<file path="src/hdl/clock_alarm_pkg.sv">
// constants and carrier types for the clock alarm monitor
`default_nettype none
package clock_alarm_pkg;
	localparam int ADDR_W = 12;
	localparam int DATA_W = 8;
	localparam logic [ADDR_W-1:0] OFS_ALARM_SUMMARY = 12'h2C0;
	localparam logic [ADDR_W-1:0] OFS_ALARM_LATCHED_FLAGS = 12'h2C1;
	localparam logic [ADDR_W-1:0] OFS_ALARM_SUPPRESS = 12'h2C2;
	localparam int BIT_SUMMARY = 0;
	localparam int BIT_DIVIDER_MISMATCH = 0;
	localparam int BIT_PHASE_REALIGN = 2;
	localparam logic [DATA_W-1:0] FLAGS_RESET = 8'h05;
	localparam logic [DATA_W-1:0] SUPPRESS_RESET = 8'h05;
	localparam logic [DATA_W-1:0] ALARM_BITS = 8'h05;
	localparam logic [DATA_W-1:0] ZERO_BYTE = 8'h00;

	typedef struct packed {
		logic wr;
		logic [ADDR_W-1:0] addr;
		logic [DATA_W-1:0] wdata;
	} reg_req_t;

	typedef struct packed {
		logic [DATA_W-1:0] flags;
		logic [DATA_W-1:0] suppress;
		logic summary;
		logic stat_pin;
		logic [DATA_W-1:0] rdata;
	} alarm_state_t;
endpackage
`default_nettype wire

</file>
<file path="src/hdl/clock_alarm_monitor.sv">
// alarm latching, masking and summary logic with its register port
`default_nettype none
module clock_alarm_monitor #(
	parameter int DIV_W = 4
) (
	input wire logic i_clk,
	input wire logic i_resetn,
	input wire logic i_soft_reset,
	input wire clock_alarm_pkg::reg_req_t i_reg_req,
	input wire logic i_sync_realign,
	input wire logic [DIV_W-1:0] i_div_phase_a,
	input wire logic [DIV_W-1:0] i_div_phase_b,
	input wire logic i_stat_pin_sel,
	output logic [clock_alarm_pkg::DATA_W-1:0] o_reg_rdata,
	output logic o_alarm_summary,
	output logic o_cal_stat_pin
);
	localparam int DW = clock_alarm_pkg::DATA_W;
	localparam int REALIGN_POS = clock_alarm_pkg::BIT_PHASE_REALIGN;
	localparam int MISMATCH_POS = clock_alarm_pkg::BIT_DIVIDER_MISMATCH;

	if (DIV_W < 1) begin : g_bad_width
		$error("DIV_W must be at least 1");
	end

	// flag positions must sit inside the register and apart from each other
	if (REALIGN_POS >= DW) begin : g_bad_realign_pos
		$error("phase realign flag position outside the register");
	end
	if (MISMATCH_POS >= DW) begin : g_bad_mismatch_pos
		$error("divider mismatch flag position outside the register");
	end
	if (REALIGN_POS == MISMATCH_POS) begin : g_same_pos
		$error("the two alarm flags must sit at different positions");
	end
	if (clock_alarm_pkg::BIT_SUMMARY >= DW) begin : g_bad_summary_pos
		$error("summary bit position outside the register");
	end

	clock_alarm_pkg::alarm_state_t state_ff;
	clock_alarm_pkg::alarm_state_t nxt_state;
	logic [DW-1:0] events;
	logic [DW-1:0] clear_mask;
	logic wr_flags;
	logic wr_suppress;

	always_comb begin
		events = clock_alarm_pkg::ZERO_BYTE;
		events[clock_alarm_pkg::BIT_PHASE_REALIGN] = i_sync_realign;
		events[clock_alarm_pkg::BIT_DIVIDER_MISMATCH] = (i_div_phase_a != i_div_phase_b);
		wr_flags = i_reg_req.wr && (i_reg_req.addr == clock_alarm_pkg::OFS_ALARM_LATCHED_FLAGS);
		wr_suppress = i_reg_req.wr && (i_reg_req.addr == clock_alarm_pkg::OFS_ALARM_SUPPRESS);
		clear_mask = wr_flags ? i_reg_req.wdata : clock_alarm_pkg::ZERO_BYTE;
		nxt_state = state_ff;
		if (i_soft_reset) begin
			nxt_state.flags = clock_alarm_pkg::FLAGS_RESET;
			nxt_state.suppress = clock_alarm_pkg::SUPPRESS_RESET;
		end else begin
			// write-one clears, a same-cycle event wins
			nxt_state.flags = ((state_ff.flags & ~clear_mask) | events)
				& clock_alarm_pkg::ALARM_BITS;
			if (wr_suppress) begin
				nxt_state.suppress = i_reg_req.wdata & clock_alarm_pkg::ALARM_BITS;
			end
		end
		nxt_state.summary = |(nxt_state.flags & ~nxt_state.suppress);
		nxt_state.stat_pin = i_stat_pin_sel && nxt_state.summary;
		// registered read answer, summary register is read-only
		unique case (i_reg_req.addr)
			clock_alarm_pkg::OFS_ALARM_SUMMARY: begin
				nxt_state.rdata = clock_alarm_pkg::ZERO_BYTE;
				nxt_state.rdata[clock_alarm_pkg::BIT_SUMMARY] = state_ff.summary;
			end
			clock_alarm_pkg::OFS_ALARM_LATCHED_FLAGS: begin
				nxt_state.rdata = state_ff.flags;
			end
			clock_alarm_pkg::OFS_ALARM_SUPPRESS: begin
				nxt_state.rdata = state_ff.suppress;
			end
			default: begin
				nxt_state.rdata = clock_alarm_pkg::ZERO_BYTE;
			end
		endcase
	end

	always_ff @(posedge i_clk or negedge i_resetn) begin
		if (!i_resetn) begin
			state_ff.flags <= clock_alarm_pkg::FLAGS_RESET;
			state_ff.suppress <= clock_alarm_pkg::SUPPRESS_RESET;
			state_ff.summary <= 1'b0;
			state_ff.stat_pin <= 1'b0;
			state_ff.rdata <= clock_alarm_pkg::ZERO_BYTE;
		end else begin
			state_ff <= nxt_state;
		end
	end

	assign o_reg_rdata = state_ff.rdata;
	assign o_alarm_summary = state_ff.summary;
	assign o_cal_stat_pin = state_ff.stat_pin;

	// per-position checks: implemented alarms latch and hold, reserved positions stay clear
	for (genvar gi = 0; gi < DW; gi++) begin : g_flag_chk
		if (clock_alarm_pkg::ALARM_BITS[gi]) begin : g_alarm

		end else begin : g_reserved

		end
	end
endmodule
`default_nettype wire

</file>
<file path="config.mk">
export PLATFORM = sky130hd
export DESIGN_NAME = clock_alarm_monitor
export DESIGN_NICKNAME = d
export VERILOG_FILES = /design/src/hdl/clock_alarm_pkg.sv /design/src/hdl/clock_alarm_monitor.sv
export SDC_FILE = /design/constraint.sdc
export NUM_CORES = 1
export LEC_CHECK = 0
export BUFFER_PORTS_ARGS = -buffer_cell sky130_fd_sc_hd__buf_2
export CAP_MARGIN = 40
export CORE_MARGIN = 2
export CORE_UTILIZATION = 48
export DETAILED_ROUTE_END_ITERATION = 8
export GPL_ROUTABILITY_DRIVEN = 0
export PLACE_DENSITY = 0.89
export SLEW_MARGIN = 20
export SYNTH_ARGS = -nofsm -noshare
export SYNTH_HDL_FRONTEND = slang
export SYNTH_SLANG_ARGS = --single-unit
</file>
<file path="constraint.sdc">
create_clock -name i_clk -period 2.4 [get_ports i_clk]
set_input_delay 0.48 -clock i_clk [delete_from_list [all_inputs] [get_ports i_clk]]
set_output_delay 0.48 -clock i_clk [all_outputs]
set_load 0.01 [all_outputs]
</file>
==> impl_metrics.prom <==
# TYPE chip_impl_metric gauge
chip_impl_metric{name="overflow",unit=""} 0
chip_impl_metric{name="worstSetupPathDepth",unit=""} 6
chip_impl_metric{name="htree_num_levels",unit=""} 1
chip_impl_info{name="worst_hold_path_type",value="in2async"} 1
chip_impl_metric{name="postCtsResizedCells",unit=""} 0
chip_impl_info{name="worst_setup_path_end_kind",value="register"} 1
chip_impl_metric{name="largest_buffer_count_on_any_clock_path",unit=""} 2
chip_impl_metric{name="worstMarginPinSlew",unit="ps"} 435.6
chip_impl_metric{name="tritoncts_num_sinks",unit=""} 20
chip_impl_metric{name="dpl_worst_slack",unit="ps"} 416.4
chip_impl_metric{name="finalNetCount",unit=""} 145
chip_impl_metric{name="route.vias.total",unit=""} 689
chip_impl_metric{name="timing_max_transition_violations_final",unit=""} 0
chip_impl_metric{name="finalCriticalPeriod",unit="ps"} 1676
chip_impl_metric{name="wire_length_of_the_first_global_routing_pass",unit="µm"} 2918
chip_impl_metric{name="synthDominantCellAreaShare",unit="%"} 42.44
chip_impl_info{name="type_of_element_launching_the_critical_path",value="input port"} 1
chip_impl_metric{name="die_area",unit="µm²"} 2336
chip_impl_info{name="cts_root_buffer",value="sky130_fd_sc_hd__clkbuf_4"} 1
chip_impl_metric{name="power_density",unit="nW/µm²"} 579.0
chip_impl_metric{name="cts.hold.buffers_added",unit=""} 0
chip_impl_metric{name="p_total",unit="mW"} 0.6643
chip_impl_info{name="post-synth-top-area-cell",value="sky130_fd_sc_hd__dfrtp_1"} 1
chip_impl_metric{name="synth.area.mux_share",unit="%"} 1.061
chip_impl_info{name="cp-startpoint",value="i_reg_req[19]"} 1
chip_impl_metric{name="slowest_delay",unit="ps"} 490
chip_impl_metric{name="routed_wire_length",unit="µm"} 1771
chip_impl_metric{name="syn_inst",unit=""} 78
chip_impl_metric{name="globalRouteTotalUtil",unit="%"} 17.06
chip_impl_metric{name="syn-num-nets",unit=""} 112
chip_impl_metric{name="power.ir.vdd_worst",unit="mV"} 0.5598
chip_impl_metric{name="num_antenna_cells",unit=""} 0
chip_impl_metric{name="pin_count_of_the_biggest_net_entering_global_routing",unit=""} 21
chip_impl_metric{name="tritoncts.num_buffers",unit=""} 3
chip_impl_metric{name="core_area",unit="µm²"} 1902
chip_impl_metric{name="synth-compound-area-share",unit="%"} 10.08
chip_impl_metric{name="synthXorXnorAreaFrac",unit="%"} 3.714
chip_impl_metric{name="antenna_found_initial",unit=""} 0
chip_impl_metric{name="arrival",unit="ps"} 1870
chip_impl_metric{name="die_w",unit="µm"} 48.34
chip_impl_metric{name="num-fill-cells",unit=""} 172
chip_impl_metric{name="timing_hold_violations_final",unit=""} 0
chip_impl_metric{name="synth_simple_gate_area_share",unit="%"} 23.21
chip_impl_metric{name="maximum_clock_rate",unit="MHz"} 596.5
chip_impl_metric{name="post_cts.repair.setup_buffers",unit=""} 0
chip_impl_metric{name="yosys_warnings",unit=""} 0
chip_impl_metric{name="postRouteAntennaNets",unit=""} 0
chip_impl_metric{name="drcViolationCount",unit=""} 0
chip_impl_metric{name="starting_density",unit="%"} 49.61
chip_impl_info{name="critical_path.reg2reg.endpoint",value="o_cal_stat_pin"} 1
chip_impl_metric{name="port-buffer-count",unit=""} 37
chip_impl_metric{name="synthesis.area",unit="µm²"} 943.4
chip_impl_info{name="critPathKind",value="in2reg"} 1
chip_impl_metric{name="sum_of_buffers_and_inverters_on_the_critical_path",unit=""} 1
chip_impl_metric{name="setup.reg_to_reg.worst_slack",unit="ps"} 1200
chip_impl_metric{name="fp.dieH",unit="µm"} 48.34
chip_impl_info{name="crit_slowest_cell",value="sky130_fd_sc_hd__a2111oi_2"} 1
chip_impl_metric{name="post-dp-hpwl",unit="µm"} 1370
chip_impl_info{name="worst_setup_path_end",value="o_cal_stat_pin"} 1
chip_impl_metric{name="ys_types",unit=""} 30
chip_impl_metric{name="synthToLayoutAreaGrowth",unit="%"} 21.62
chip_impl_metric{name="ratio_of_final_minimum_period_to_clock_period",unit="%"} 69.85
chip_impl_metric{name="skew",unit="ps"} 8.736
chip_impl_metric{name="worst_ep_required_time",unit="ps"} 2600
chip_impl_metric{name="drt_first_iter_violations",unit=""} 7
chip_impl_metric{name="static-leakage-power",unit="nW"} 0.6046
chip_impl_info{name="ys.flop_type",value="sky130_fd_sc_hd__dfrtp_1"} 1
chip_impl_metric{name="drive_gt1_share",unit="%"} 46.36
chip_impl_metric{name="fin_setup_tns",unit="ps"} 0
chip_impl_metric{name="synth_edf_count",unit=""} 0
chip_impl_metric{name="detail_route.first_pass.iterations",unit=""} 4
chip_impl_metric{name="critical_path.max_fanout",unit=""} 4
chip_impl_info{name="grt_setup_unrepaired",value="no"} 1
chip_impl_metric{name="async_flop_share",unit="%"} 100.0
chip_impl_metric{name="clkLatencyLatePin",unit="ps"} 300
chip_impl_metric{name="wl_per_cell",unit="µm"} 12.93
chip_impl_info{name="timing.critical_path.cells",value="buf_2, nor4_4, nand4_1, a2111oi_2, o22ai_2, and2_1"} 1
chip_impl_metric{name="r2r.worst_path.cells",unit=""} 4
chip_impl_info{name="synthTopCellsByArea",value="sky130_fd_sc_hd__dfrtp_1 (42%), sky130_fd_sc_hd__dfstp_2 (11%), sky130_fd_sc_hd__buf_4 (6.4%)"} 1
chip_impl_metric{name="relSlewSlack",unit="%"} 70.55
chip_impl_metric{name="clkSlewWorstSetupHoldPaths",unit="ps"} 110
chip_impl_metric{name="synth.yosys.seq_area_share",unit="%"} 53.58
chip_impl_metric{name="postSynthAreaPerCell",unit="µm²"} 12.09
chip_impl_metric{name="avgViaCountPerCell",unit=""} 5.029
chip_impl_metric{name="core.rowCount",unit=""} 16
chip_impl_info{name="status",value="finished clean"} 1
chip_impl_metric{name="synth-seq-cells",unit=""} 20
chip_impl_info{name="tritoncts",value="yes"} 1
chip_impl_metric{name="finalSetupViolCount",unit=""} 0
chip_impl_metric{name="share_of_synthesized_cell_area_in_full_adder_half_adder_and_majority_cells",unit="%"} 0
chip_impl_info{name="cp_top_family",value="simple AND/OR/NAND/NOR gates"} 1
chip_impl_metric{name="setup_ws",unit="ps"} 723.6
chip_impl_metric{name="timing.max_cap.violations",unit=""} 0
chip_impl_info{name="synth_top_family_by_area",value="simple AND/OR/NAND/NOR gates"} 1
chip_impl_info{name="worst_r2r_startpoint",value="state_ff[20]"} 1
chip_impl_metric{name="ioPinCount",unit=""} 44
chip_impl_metric{name="first_global_vias",unit=""} 665
[layout make-up]
class	count	area (µm²)	area share (%)
clock buffers	3	22.52	1.963
clock inverters	1	30.03	2.617
inverters	1	3.754	0.3272
multi-input cells	47	359.1	31.30
flip-flops and latches	20	505.5	44.06
well taps	27	33.78	2.944
repair buffers	38	192.7	16.79
[state kept, by name, indices dropped and copies added (netlist names)]
signal,flops
o_cal_stat_pin,1
o_alarm_summary,1
state_ff,10
o_reg_rdata,8
[logic make-up after synthesis]
logic type,after synthesis
mux,1
simple gates,31
buf+inv,11
flops,20
xor+xnor,4
compound gates,11
[worst reg2reg max path, delay by kind of cell, from the launching register on]
| kind | cells | cell delay [ps] |
|---|---|---|
| and+or+nand+nor | 2 | 420 |
| DFF | 1 | 380 |
| AOI/OAI and AO/OA | 2 | 300 |
[report_power, final]
group	leakage (nW)	switching (mW)	total (mW)	internal, mW
Clock	0.0279	0.0998	0.269	0.169
Combinational	0.311	0.0300	0.0583	0.0283
Sequential	0.266	0.0000113	0.337	0.337
Total	0.605	0.130	0.664	0.535
[how the worst min path moves through the flow]
stage                           end  slack [ps]  depth (start not counted)
floorplan           o_alarm_summary         180                          0
global placement     o_reg_rdata[5]         430                          1
detailed placement   o_reg_rdata[7]         440                          1
CTS                  o_reg_rdata[7]          90                          1
global route         o_reg_rdata[3]          90                          1
finish               o_reg_rdata[7]          90                          1
[layout by cell type, fill, tap and decap left out, drive strengths merged, types with 2 or more instances in the layout]
cell / count
buf: 38
and3b: 2
and3: 8
nor2: 3
nand3: 2
dfrtp: 16
clkbuf: 3
nor2b: 2
and2: 7
dfstp: 4
xnor2: 3
a21oi: 3
nand4: 2
[synth_stat cells (2+ instances only)]
| cell | n |
|---|---|
| sky130_fd_sc_hd__buf_4 | 8 |
| sky130_fd_sc_hd__nor2_1 | 3 |
| sky130_fd_sc_hd__xnor2_1 | 3 |
| sky130_fd_sc_hd__and2_1 | 7 |
| sky130_fd_sc_hd__dfrtp_1 | 16 |
| sky130_fd_sc_hd__nor2b_1 | 2 |
| sky130_fd_sc_hd__dfstp_2 | 4 |
| sky130_fd_sc_hd__and3_1 | 8 |
| sky130_fd_sc_hd__nand4_1 | 2 |
| sky130_fd_sc_hd__a21oi_1 | 3 |
| sky130_fd_sc_hd__nand3_1 | 2 |
| sky130_fd_sc_hd__and3b_1 | 2 |
[stage by stage]
| stage | utilization (%) | instances | hold slack (ps) | instance area, µm² |
|---|---|---|---|---|
| final | 60.33 | 137 | 90.39 | 1147 |
| after CTS | 60.33 | 137 | 91.75 | 1147 |
| after global placement | 57.57 | 133 | 427.8 | 1095 |
| after floorplan | - | 78 | 184.4 | 943.4 |
| after global routing | 60.33 | 137 | 89.91 | 1147 |
| after detailed placement | 57.57 | 133 | 438.3 | 1095 |
[metal layers]
layer | vias up | GRT usage (%) | part of all wire [%]
li1 | 338 | - | -
met1 | 333 | 16.63 | 38
met2 | 14 | 31.25 | 54
met3 | 4 | 6.481 | 4.9
met4 | 0 | 8.571 | 2.4
met5 | - | 0 | 0
Power figures use the tool's default switching activity.
